<file path="config.mk">
export PLATFORM = sky130hd
export DESIGN_NAME = pvt_panel_seq
export DESIGN_NICKNAME = d
export VERILOG_FILES = /design/src/pvt_pkg.sv /design/src/pvt_sync2.sv /design/src/pvt_panel_seq.sv
export SDC_FILE = /design/constraint.sdc
export NUM_CORES = 1
export LEC_CHECK = 0
export ABC_AREA = 1
export BUFFER_PORTS_ARGS = -buffer_cell sky130_fd_sc_hd__buf_2
export CORE_ASPECT_RATIO = 0.5
export CORE_MARGIN = 8
export CORE_UTILIZATION = 30
export CTS_CLUSTER_SIZE = 16
export DETAILED_ROUTE_END_ITERATION = 10
export PLACE_DENSITY = 0.51
export SYNTH_ARGS = -nofsm -noshare
export SYNTH_HDL_FRONTEND = slang
export SYNTH_SLANG_ARGS = --single-unit
</file>
<file path="constraint.sdc">
create_clock -name clk -period 1.63 [get_ports clk]
set_clock_uncertainty 0.05 [all_clocks]
set_input_delay 0.326 -clock clk [delete_from_list [all_inputs] [get_ports clk]]
set_output_delay 0.326 -clock clk [all_outputs]
set_load 0.03 [all_outputs]
</file>
<file path="src/pvt_pkg.sv">
// package: constants for the panel vertical timing and power-on sequencer
package pvt_pkg;
  // power-on enables by vertical sync pulse count
  localparam logic [3:0] VS_CNT_ANALOG = 4'h2;
  localparam logic [3:0] VS_CNT_PUMP   = 4'h3;
  localparam logic [3:0] VS_CNT_PANEL  = 4'h9;
  localparam logic [3:0] VS_CNT_BOOST  = 4'hB;
  // line timing in dot clocks
  localparam logic [10:0] H_TOTAL_DOTS = 11'h334;
  localparam logic [10:0] H_HALF_DOTS  = 11'h19A;
  localparam logic [10:0] H_ACTIVE     = 11'h280;
  // half-line window for field detection
  localparam logic [10:0] H_HALF_TOL   = 11'h040;
  localparam int          DATA_W       = 8;
  // charge-pump clock divider on the system clock
  localparam logic [4:0]  PUMP_DIV     = 5'h0F;
  typedef enum logic [1:0] {PVT_OFF, PVT_RUN} pvt_seq_t;
endpackage

</file>
<file path="src/pvt_sync2.sv">
// two-flop synchroniser with edge detection after the second stage
`timescale 1ns/1ps
module pvt_sync2
  import pvt_pkg::*;
#(parameter int W = 1)
(
  input  wire logic         clk,
  input  wire logic         resetn,
  input  wire logic [W-1:0] asyncIn,
  output logic      [W-1:0] syncOut,
  output logic      [W-1:0] riseOut,
  output logic      [W-1:0] fallOut
);
  logic [W-1:0] meta_ff;
  logic [W-1:0] sync_ff;
  logic [W-1:0] last_ff;

  always_ff @(posedge clk) begin
    if (!resetn) begin
      meta_ff <= '1;
      sync_ff <= '1;
      last_ff <= '1;
    end else begin
      meta_ff <= asyncIn;
      sync_ff <= meta_ff;
      last_ff <= sync_ff;
    end
  end

  assign syncOut = sync_ff;
  assign riseOut = sync_ff & ~last_ff;
  assign fallOut = ~sync_ff & last_ff;
endmodule

</file>
<file path="src/pvt_panel_seq.sv">
// panel vertical timing front end and power-on sequencer
// Operation
// - analog supply regulation enabled at second vertical sync
// - charge-pump clock starts at third vertical sync
// - panel control and source output start at ninth vertical sync
// - boost switching control starts at eleventh vertical sync
// - shutdown low forces sleep; high lets sleep register decide
// - pixel byte captured on each dot clock rising edge
// - vertical and horizontal syncs are active low
`timescale 1ns/1ps
module pvt_panel_seq
  import pvt_pkg::*;
(
  input  wire logic              clk,
  input  wire logic              resetn,
  input  wire logic              global_reset_n,
  input  wire logic              shutdown_n,
  input  wire logic              sleepReg,
  input  wire logic              vert_sync_in,
  input  wire logic              horiz_sync_in,
  input  wire logic              dot_clock,
  input  wire logic [DATA_W-1:0] pixelData,
  output logic                   analog_supply_reg,
  output logic                   charge_pump_clock,
  output logic                   panelCtrlEn,
  output logic                   boostPwmEn,
  output logic                   sleepActive,
  output logic                   fieldEven,
  output logic [DATA_W-1:0]      pixelOut,
  output logic                   pixelValid
);
  // pin synchronisers: global reset, shutdown, vsync, hsync, dot clock
  logic [4:0] pinSync;
  logic [4:0] pinRise;
  logic [4:0] pinFall;
  logic [DATA_W-1:0] dataMeta_ff;
  logic [DATA_W-1:0] dataSync_ff;

  pvt_sync2 #(.W(5)) u_sync (
    .clk     (clk),
    .resetn  (resetn),
    .asyncIn ({global_reset_n, shutdown_n, vert_sync_in, horiz_sync_in, dot_clock}),
    .syncOut (pinSync),
    .riseOut (pinRise),
    .fallOut (pinFall)
  );

  wire grstN    = pinSync[4];
  wire shdnN    = pinSync[3];
  wire vsFall   = pinFall[2];
  wire hsFall   = pinFall[1];
  wire dotRise  = pinRise[0];

  logic sleepMeta_ff;
  logic sleepSync_ff;
  always_ff @(posedge clk) begin
    if (!resetn) begin
      dataMeta_ff  <= '0;
      dataSync_ff  <= '0;
      sleepMeta_ff <= 1'b1;
      sleepSync_ff <= 1'b1;
    end else begin
      dataMeta_ff  <= pixelData;
      dataSync_ff  <= dataMeta_ff;
      sleepMeta_ff <= sleepReg;
      sleepSync_ff <= sleepMeta_ff;
    end
  end

  // vertical sync counter from global reset release, saturating at boost step
  logic [3:0] vsCnt_ff;
  wire        cntSat   = (vsCnt_ff == VS_CNT_BOOST);
  wire [3:0]  nxt_vsCnt = (!grstN) ? 4'h0 :
                          (vsFall && !cntSat) ? vsCnt_ff + 4'h1 : vsCnt_ff;

  always_ff @(posedge clk) begin
    if (!resetn) vsCnt_ff <= 4'h0;
    else         vsCnt_ff <= nxt_vsCnt;
  end

  // a power-on step holds once the pulse count has reached its number
  function automatic logic pvt_reached(input logic [3:0] cnt, input logic [3:0] stepAt);
    return cnt >= stepAt;
  endfunction

  wire nxt_analog = grstN && pvt_reached(nxt_vsCnt, VS_CNT_ANALOG);
  wire pumpOn     = grstN && pvt_reached(nxt_vsCnt, VS_CNT_PUMP);
  wire nxt_panel  = grstN && pvt_reached(nxt_vsCnt, VS_CNT_PANEL);
  wire nxt_boost  = grstN && pvt_reached(nxt_vsCnt, VS_CNT_BOOST);
  wire nxt_sleep  = !shdnN || sleepSync_ff;

  // charge-pump clock divider
  logic [4:0] pumpDiv_ff;
  logic       pumpClk_ff;
  wire        pumpWrap = (pumpDiv_ff == PUMP_DIV);
  always_ff @(posedge clk) begin
    if (!resetn || !pumpOn) begin
      pumpDiv_ff <= 5'h00;
      pumpClk_ff <= 1'b0;
    end else begin
      pumpDiv_ff <= pumpWrap ? 5'h00 : pumpDiv_ff + 5'h01;
      pumpClk_ff <= pumpWrap ? ~pumpClk_ff : pumpClk_ff;
    end
  end

  logic analog_ff;
  logic panel_ff;
  logic boost_ff;
  logic sleep_ff;
  always_ff @(posedge clk) begin
    if (!resetn) begin
      analog_ff <= 1'b0;
      panel_ff  <= 1'b0;
      boost_ff  <= 1'b0;
      sleep_ff  <= 1'b1;
    end else begin
      analog_ff <= nxt_analog;
      panel_ff  <= nxt_panel;
      boost_ff  <= nxt_boost;
      sleep_ff  <= nxt_sleep;
    end
  end

  // dot counter within a line, restarted by horizontal sync
  logic [10:0] dotCnt_ff;
  always_ff @(posedge clk) begin
    if (!resetn)      dotCnt_ff <= 11'h000;
    else if (hsFall)  dotCnt_ff <= 11'h000;
    else if (dotRise && dotCnt_ff != H_TOTAL_DOTS) dotCnt_ff <= dotCnt_ff + 11'h001;
  end

  // vsync landing near mid-line marks the even field
  wire nearHalf = (dotCnt_ff + H_HALF_TOL >= H_HALF_DOTS) &&
                  (dotCnt_ff <= H_HALF_DOTS + H_HALF_TOL);
  logic field_ff;
  always_ff @(posedge clk) begin
    if (!resetn)     field_ff <= 1'b0;
    else if (vsFall) field_ff <= nearHalf;
  end

  // pixel capture on each dot clock rising edge; valid only within active dots while panel is on and awake
  wire pixActive = (dotCnt_ff < H_ACTIVE) && panel_ff && !sleep_ff;
  logic [DATA_W-1:0] pix_ff;
  logic              pixValid_ff;
  always_ff @(posedge clk) begin
    if (!resetn) begin
      pix_ff      <= '0;
      pixValid_ff <= 1'b0;
    end else begin
      pixValid_ff <= dotRise && pixActive;
      if (dotRise) pix_ff <= dataSync_ff;
    end
  end

  assign analog_supply_reg = analog_ff;
  assign charge_pump_clock = pumpClk_ff;
  assign panelCtrlEn       = panel_ff;
  assign boostPwmEn        = boost_ff;
  assign sleepActive       = sleep_ff;
  assign fieldEven         = field_ff;
  assign pixelOut          = pix_ff;
  assign pixelValid        = pixValid_ff;

  // power-on order and pulse counts
  analog_order_a: assert property (@(posedge clk) disable iff (!resetn)
    boost_ff |-> panel_ff && analog_ff)
    else $error("boost before panel");
  panel_count_a: assert property (@(posedge clk) disable iff (!resetn)
    $rose(panel_ff) |-> vsCnt_ff == VS_CNT_PANEL)
    else $error("panel count");
  analog_count_a: assert property (@(posedge clk) disable iff (!resetn)
    $rose(analog_ff) |-> vsCnt_ff == VS_CNT_ANALOG)
    else $error("analog count");
  pump_idle_a: assert property (@(posedge clk) disable iff (!resetn)
    vsCnt_ff < VS_CNT_PUMP |=> !pumpClk_ff)
    else $error("pump early");
  pump_toggle_a: assert property (@(posedge clk) disable iff (!resetn)
    pumpOn && pumpWrap |=> pumpClk_ff != $past(pumpClk_ff))
    else $error("pump not toggling");
  pump_order_a: assert property (@(posedge clk) disable iff (!resetn)
    pumpClk_ff |-> analog_ff)
    else $error("pump before analog");
  boost_count_a: assert property (@(posedge clk) disable iff (!resetn)
    $rose(boost_ff) |-> vsCnt_ff == VS_CNT_BOOST)
    else $error("boost count");
  reset_clear_a: assert property (@(posedge clk) disable iff (!resetn)
    !grstN |=> vsCnt_ff == 4'h0 && !analog_ff)
    else $error("reset clear");
  count_hold_a: assert property (@(posedge clk) disable iff (!resetn)
    cntSat && grstN |=> vsCnt_ff == VS_CNT_BOOST)
    else $error("count not saturated");
  // sleep, line and pixel handling
  sleep_force_a: assert property (@(posedge clk) disable iff (!resetn)
    !shdnN |=> sleep_ff)
    else $error("sleep not forced");
  sleep_follow_a: assert property (@(posedge clk) disable iff (!resetn)
    shdnN |=> sleep_ff == $past(sleepSync_ff))
    else $error("sleep bit ignored");
  dot_restart_a: assert property (@(posedge clk) disable iff (!resetn)
    hsFall |=> dotCnt_ff == 11'h000)
    else $error("dot count not restarted");
  field_latch_a: assert property (@(posedge clk) disable iff (!resetn)
    vsFall |=> field_ff == $past(nearHalf))
    else $error("field not latched");
  pix_capture_a: assert property (@(posedge clk) disable iff (!resetn)
    dotRise |=> pix_ff == $past(dataSync_ff))
    else $error("pixel not captured");
  pix_gate_a: assert property (@(posedge clk) disable iff (!resetn)
    pixValid_ff |-> $past(dotRise) && $past(panel_ff) && !$past(sleep_ff))
    else $error("pixel gate");
  cover_boost_c: cover property (@(posedge clk) disable iff (!resetn) $rose(boost_ff));
  cover_even_c: cover property (@(posedge clk) disable iff (!resetn) $rose(field_ff));
  cover_pix_c: cover property (@(posedge clk) disable iff (!resetn) pixValid_ff);
  cover_pump_c: cover property (@(posedge clk) disable iff (!resetn) $rose(pumpClk_ff));
  cover_wake_c: cover property (@(posedge clk) disable iff (!resetn) $fell(sleep_ff));
endmodule

</file>
After elaboration in Yosys (flattened, before gate mapping)
Cells that the tools add are included.
{"block": "word_totals", "out_inout_bits": 15, "inputBits": 16, "register_bits": 66, "ramBits": 0, "mem_bits_ro": 0, "latch_bits": 0, "mem_count": 0}
{"block": "classes", "mul": 0, "div": 0, "n_lt_le_gt_ge": 7, "n_addsub": 4, "n_eq_ne": 3, "n_reduce_logical": 19, "bitwise_logic": 6, "shift": 0, "muxes": 2}
{"operator": "11-bit by 1-bit adder with 11-bit output, second input constant", "count": 1}
{"operator": "11-bit by 7-bit adder with 11-bit output, second input constant", "count": 1}
{"operator": "11-bit by 9-bit greater-or-equal comparator with 1-bit output, second input constant", "count": 1}
{"operator": "11-bit by 9-bit <= comparator with 1-bit output, second input constant", "count": 1}
{"operator": "11-bit by 10-bit less-than comparator with 1-bit output, second input constant", "count": 1}
{"operator": "11-bit by 10-bit != test with 1-bit output, second input constant", "count": 1}
{"operator": "1-bit logical AND", "count": 10}
{"operator": "4-bit by 2-bit greater-or-equal comparator with 1-bit output, second input constant", "count": 2}
{"operator": "4-bit greater-or-equal comparator, second input constant", "count": 2}
{"operator": "4-bit 2-to-1 mux", "count": 2}
{"operator": "5-bit by 1-bit adder with 5-bit output, second input constant", "count": 1}
{"operator": "5-bit by 4-bit == test with 1-bit output, second input constant", "count": 1}
{"operator": "1-bit logical NOT", "count": 5}
{"operator": "4-bit by 1-bit adder with 4-bit output, second input constant", "count": 1}
{"operator": "4-bit == test, second input constant", "count": 1}
{"operator": "2-bit OR reduction", "count": 2}
{"operator": "3-bit bitwise AND", "count": 1}
{"operator": "1-bit inverter", "count": 3}
{"operator": "3-bit inverter", "count": 1}
{"operator": "1-bit logical OR", "count": 2}
{"operator": "1-bit bitwise AND", "count": 1}

Longest topological paths before layout
{"block": "logic_depth", "ltp_word": 10, "mapped_depth": 10}

Cells and area by module
From an unflattened synthesis, not the netlist that was laid out.
{"block": "hier_totals", "hier_cells": 354, "area_unflattened_um2": 2700.1}
{"mod": "pvt_panel_seq", "area_per_inst_um2": 2219.6, "seq_area_each_um2": 1061.0, "n_inst": 1, "cells_each": 293}
{"mod": "pvt_sync2", "area_per_inst_um2": 480.5, "seq_area_each_um2": 300.3, "n_inst": 1, "cells_each": 61}

Worst setup path after synthesis
Ideal clock, no wire load.
{"block": "synth_path", "path_kind": "flip-flop to flip-flop", "from": "reg dotCnt_ff[6]", "to": "reg dotCnt_ff[3]", "path_slack_ns": 0.213, "synth_period_minus_slack_ns": 1.417, "stages_incl_launch_ff": 10, "required_time_ns": 1.453, "path_buffers": 1, "t_arrival_ns": 1.240, "cell_sequence": "dfxtp_1 > inv_1 > ha_1 > nand2_1 > nor2_1 > nand4_1 > nand2_2 > buf_6 > o21ai_1 > a21oi_1"}
{"block": "synth_via", "elab_chain_cells": 2}
{"element": "start, declared", "line_no": "pvt_panel_seq.sv:125", "source": "logic [10:0] dotCnt_ff;"}
{"element": "start signal, assigned", "line_no": "pvt_panel_seq.sv:129", "source": "else if (dotRise && dotCnt_ff != H_TOTAL_DOTS) dotCnt_ff <= dotCnt_ff + 11'h001;"}
{"element": "11-bit by 10-bit != test with 1-bit output", "line_no": "pvt_panel_seq.sv:129"}
{"element": "1-bit logical AND", "line_no": "pvt_panel_seq.sv:129"}
No other way between the ends.
A chain may end at the register's enable or synchronous reset.

Final worst setup path
{"block": "layout_path", "from": "reg vsCnt_ff[0]", "to": "reg pumpDiv_ff[3]"}
{"block": "layout_via", "elab_chain_cells": 10, "elab_cells_between_ends": 11}
{"element": "start, declared", "line_no": "pvt_panel_seq.sv:71", "source": "logic [3:0] vsCnt_ff;"}
{"element": "start signal, assigned", "line_no": "pvt_panel_seq.sv:78", "source": "else vsCnt_ff <= nxt_vsCnt;"}
{"element": "parallel branches: the longest is 3 deep, another holds 4-bit by 1-bit adder with 4-bit output"}
{"element": "4-bit 2-to-1 mux *", "line_no": "pvt_panel_seq.sv:74", "source": "(vsFall && !cntSat) ? vsCnt_ff + 4'h1 : vsCnt_ff;"}
{"element": "4-bit 2-to-1 mux *", "line_no": "pvt_panel_seq.sv:73", "source": "wire [3:0] nxt_vsCnt = (!grstN) ? 4'h0 :"}
{"element": "4-bit by 2-bit greater-or-equal comparator with 1-bit output *", "line_no": "pvt_panel_seq.sv:83", "source": "return cnt >= stepAt;"}
{"element": "1-bit logical AND *", "line_no": "pvt_panel_seq.sv:87", "source": "wire pumpOn = grstN && pvt_reached(nxt_vsCnt, VS_CNT_PUMP);"}
{"element": "1-bit logical NOT *", "line_no": "pvt_panel_seq.sv:97", "source": "if (!resetn || !pumpOn) begin"}
{"element": "1-bit logical OR *", "line_no": "pvt_panel_seq.sv:97"}
{"element": "2-bit OR reduction (no line) *"}
{"element": "end signal, assigned", "line_no": "pvt_panel_seq.sv:101", "source": "pumpDiv_ff <= pumpWrap ? 5'h00 : pumpDiv_ff + 5'h01;"}
{"element": "end, declared", "line_no": "pvt_panel_seq.sv:93", "source": "logic [4:0] pumpDiv_ff;"}
Every way passes the cells marked *.

==> results.sh <==
export IMPL_setup_violations=0
export IMPL_num_io_pins=31
export IMPL_power_switching_w=0.0008278
export IMPL_timing_rr_end="pumpDiv_ff[3]"
export IMPL_critPathRequiredTime_ns=1.85
export IMPL_share_comb_of_total_power_pct=4.4
export IMPL_yosysTopAreaCell="dfxtp_1"
export IMPL_gp_routability_congestion=0.8518
export IMPL_port_buffer_count=30
export IMPL_drt_wirelength_per_cell_um=10.86
export IMPL_synth_async_reset_ratio_pct=0
export IMPL_report_power_total_w=0.003626
export IMPL_power_per_cell_area_nw_per_um2=1115
export IMPL_max_slew_worst_pin_slew_ns=0.3934
export IMPL_largest_reg_flops=11
export IMPL_grt_pass1_vias=1997
export IMPL_first_iter_violations=134
export IMPL_worst_setup_path_start_kind="flip-flop"
export IMPL_critical_path_buffers_and_inverters=0
export IMPL_clk_path_buf_depth=2
export IMPL_clk_pin_slew_ns=0.05
export IMPL_grt_start_max_net_pins=32
export IMPL_floorplan_core_area_um2=8588
export IMPL_postSynthNetCount=342
export IMPL_synth_ff_type="dfxtp_1"
export IMPL_insertion_delay_ns=0.33
export IMPL_worstPathCellList="ha_2 -> nand3_4 -> nand3_1 -> nand2_1 -> nor2_2 -> nand2_1 -> nand3_2 -> nand3_4 -> nor2_2"
export IMPL_worst_path_max_delay_cell="dfxtp_1"
export IMPL_run_status="finished clean"
export IMPL_synthesis_yosys_warnings=0
export IMPL_crit_start="vsCnt_ff[0]"
export IMPL_die_x_um=148.2
export IMPL_min_period_ns=1.491
export IMPL_hold_viol=0
export IMPL_areaGrowthSynthToFinish_pct=24.06
export IMPL_netSwitchingFraction_pct=22.83
export IMPL_fmax_ghz=0.6706
export IMPL_syn_instance_count=317
export IMPL_via_count=2001
export IMPL_timing_setup_critical_path_class="reg -> reg"
export IMPL_largest_register="dotCnt_ff"
export IMPL_ff2ff_path_depth=9
export IMPL_seq_area_frac_synth_pct=50.41
export IMPL_syn_area_per_cell_um2=8.269
export IMPL_critPathCapture="pumpDiv_ff[3]"
export IMPL_drc=0
export IMPL_finalMaxSlewViolations=0
export IMPL_share_seq_of_total_power_pct=46.3
export IMPL_cts_inserted_buffers=9
export IMPL_first_pass_iters=5
export IMPL_initial_antenna_violation_count=0
export IMPL_reg2reg_slack_ns=0.14
export IMPL_timing_final_crit_share_pct=91.48
export IMPL_number_of_synthesized_register_bits=66
export IMPL_worst_hold_check_path_type="in -> reg"
export IMPL_tritoncts="yes"
export IMPL_setup_tns_final_ns=0
export IMPL_p_leak_nw=1.489
export IMPL_viasPerCell=4.126
export IMPL_rsz0062_at_grt="false"
export IMPL_irDropWorstVdd_mv=0.5071
export IMPL_clkSinkCount=66
export IMPL_worst_path_stages=9
export IMPL_placementRows=24
export IMPL_synth_area_leaders="dfxtp_1, nand2_1, inv_1, nor2_1, ha_1"
export IMPL_timing_hold_worst_start="pixelData[4]"
export IMPL_critical_path_capture_point_type="flip-flop"
export IMPL_final_layout_size_suffix_gt1_share_pct=24.18
export IMPL_nNetsFinal=388
export IMPL_yosysTopAreaCellShare_pct=50.41
export IMPL_insertedDiodeCount=0
export IMPL_count_of_h_tree_levels_built_during_cts=3
export IMPL_grt_util_all_layers_pct=9.509
export IMPL_layout_filler_cells=903
export IMPL_regToRegStartpoint="vsCnt_ff[0]"
export IMPL_cpPeakStageDelay_ns=0.38
export IMPL_initial_core_util_pct=30.52
export IMPL_cell_chosen_for_the_clock_root="clkbuf_16"
export IMPL_global_route_overflow_total=0
export IMPL_clkPwrFrac_pct=49.3
export IMPL_internal_power_w=0.002798
export IMPL_die_area_um2=12170
export IMPL_detail_route_wirelength_um=5266
export IMPL_die_y_um=82.10
export IMPL_synth_lib_cells_used_distinct=32
export IMPL_post_synth_instance_area_um2=2621
export IMPL_worstPathMaxFanout=6
export IMPL_global_route_wire_length_before_repair_um=9004
export IMPL_route_antenna_remaining_nets=0
export IMPL_critical_path_top_delay_family="simple AND/OR/NAND/NOR gates"
export IMPL_slew_headroom_pct=73.75
export IMPL_postCtsHoldBufs=0
export IMPL_critPathArrivalTime_ns=1.71
export IMPL_maxCapViolations=0
export IMPL_synth_edf_count=0
export IMPL_hpwlAfterDp_um=3727
[logic make-up after synthesis]
group                    share of synthesized area, %
flip-flops                                      50.41
XOR/XNOR                                        4.010
adder cells (fa/ha/maj)                         4.296
AND/OR/NAND/NOR                                 27.21
AO/OA/AOI/OAI                                   6.444
buffers and inverters                           7.637
[synth_stat cells, types with 6 or more instances]
library cell	instances
dfxtp_1	66
nand4_1	6
or2_1	6
xor2_1	8
nor2_2	9
or2_2	7
ha_1	9
nand3_1	12
a21oi_1	14
nand2_1	61
inv_1	39
nor2_1	33
o21ai_0	11
[worst min path at each step]
| stage | end | cells after the start |
|---|---|---|
| CTS | dataMeta_ff[4] | 3 |
| detailed placement | u_sync.syncOut[0] | 1 |
| global route | u_sync.meta_ff[0] | 2 |
| global placement | sleepActive | 1 |
| floorplan | sleepActive | 1 |
| finish | dataMeta_ff[4] | 3 |
[per-layer routing]
layer | vias up | share of wire (%) | track usage (%)
li1 | 1077 | - | -
met1 | 893 | 47 | 10.35
met2 | 23 | 47 | 15.88
met3 | 8 | 4.1 | 4.241
met4 | 0 | 1.8 | 4.945
met5 | - | 0 | 0
[worst min-delay path: cells and delay by family]
kind	cells	cell delay, ns
buffers and inverters	2	0.11
and+or+nand+nor	1	0.04
[layout by cell type (no fill, tap or decap), types with 7 or more instances in the layout]
cell	synthesis	routed
ha_1	9	8
dfxtp_1	66	66
o21ai_0	11	11
nor2_2	9	9
buf_4	0	11
nor2_1	33	33
a21oi_1	14	14
clkbuf_16	0	9
xor2_1	8	8
buf_2	1	30
nand2_1	61	61
nand3_1	12	12
inv_1	39	39
or2_2	7	7
[power by group through the flow]
stage                     sequential (W)  combinational [W]  clock, W
after floorplan                  0.00173          0.0000865         0
after global placement           0.00171           0.000160         0
after detailed placement         0.00171           0.000161         0
after CTS                        0.00168           0.000162   0.00185
after global routing             0.00168           0.000182   0.00193
final                            0.00168           0.000160   0.00179
[final cells by class]
cell class              instances  area [um2]  share of cell area [%]
clock buffers                  11       242.7                   7.464
clock inverters                 5       37.54                   1.154
inverters                      45       168.9                   5.194
multi-input cells             200        1102                   33.90
flip-flops and latches         66        1321                   40.63
well taps                     117       146.4                   4.502
repair buffers                 41       232.7                   7.157
[through the flow]
stage	setup WS, ns	utilization, %	instances	hold slack, ns	cell area, um2
5_1_grt	0.008748	37.86	485	0.1225	3252
6_report	0.1389	37.86	485	0.1237	3252
3_3_place_gp	0.1620	34.57	469	0.3309	2969
4_1_cts	0.1039	37.84	485	0.1093	3249
2_1_floorplan	0.2128	-	317	0.3148	2621
3_5_place_dp	0.1292	34.57	469	0.3442	2969
[what timing repair did]
action	4_1_cts	5_1_grt
gates resized for setup	0	1
endpoints found under the setup margin	0	3
setup buffers	0	0
Note: power is estimated with default switching activity, not from simulation.
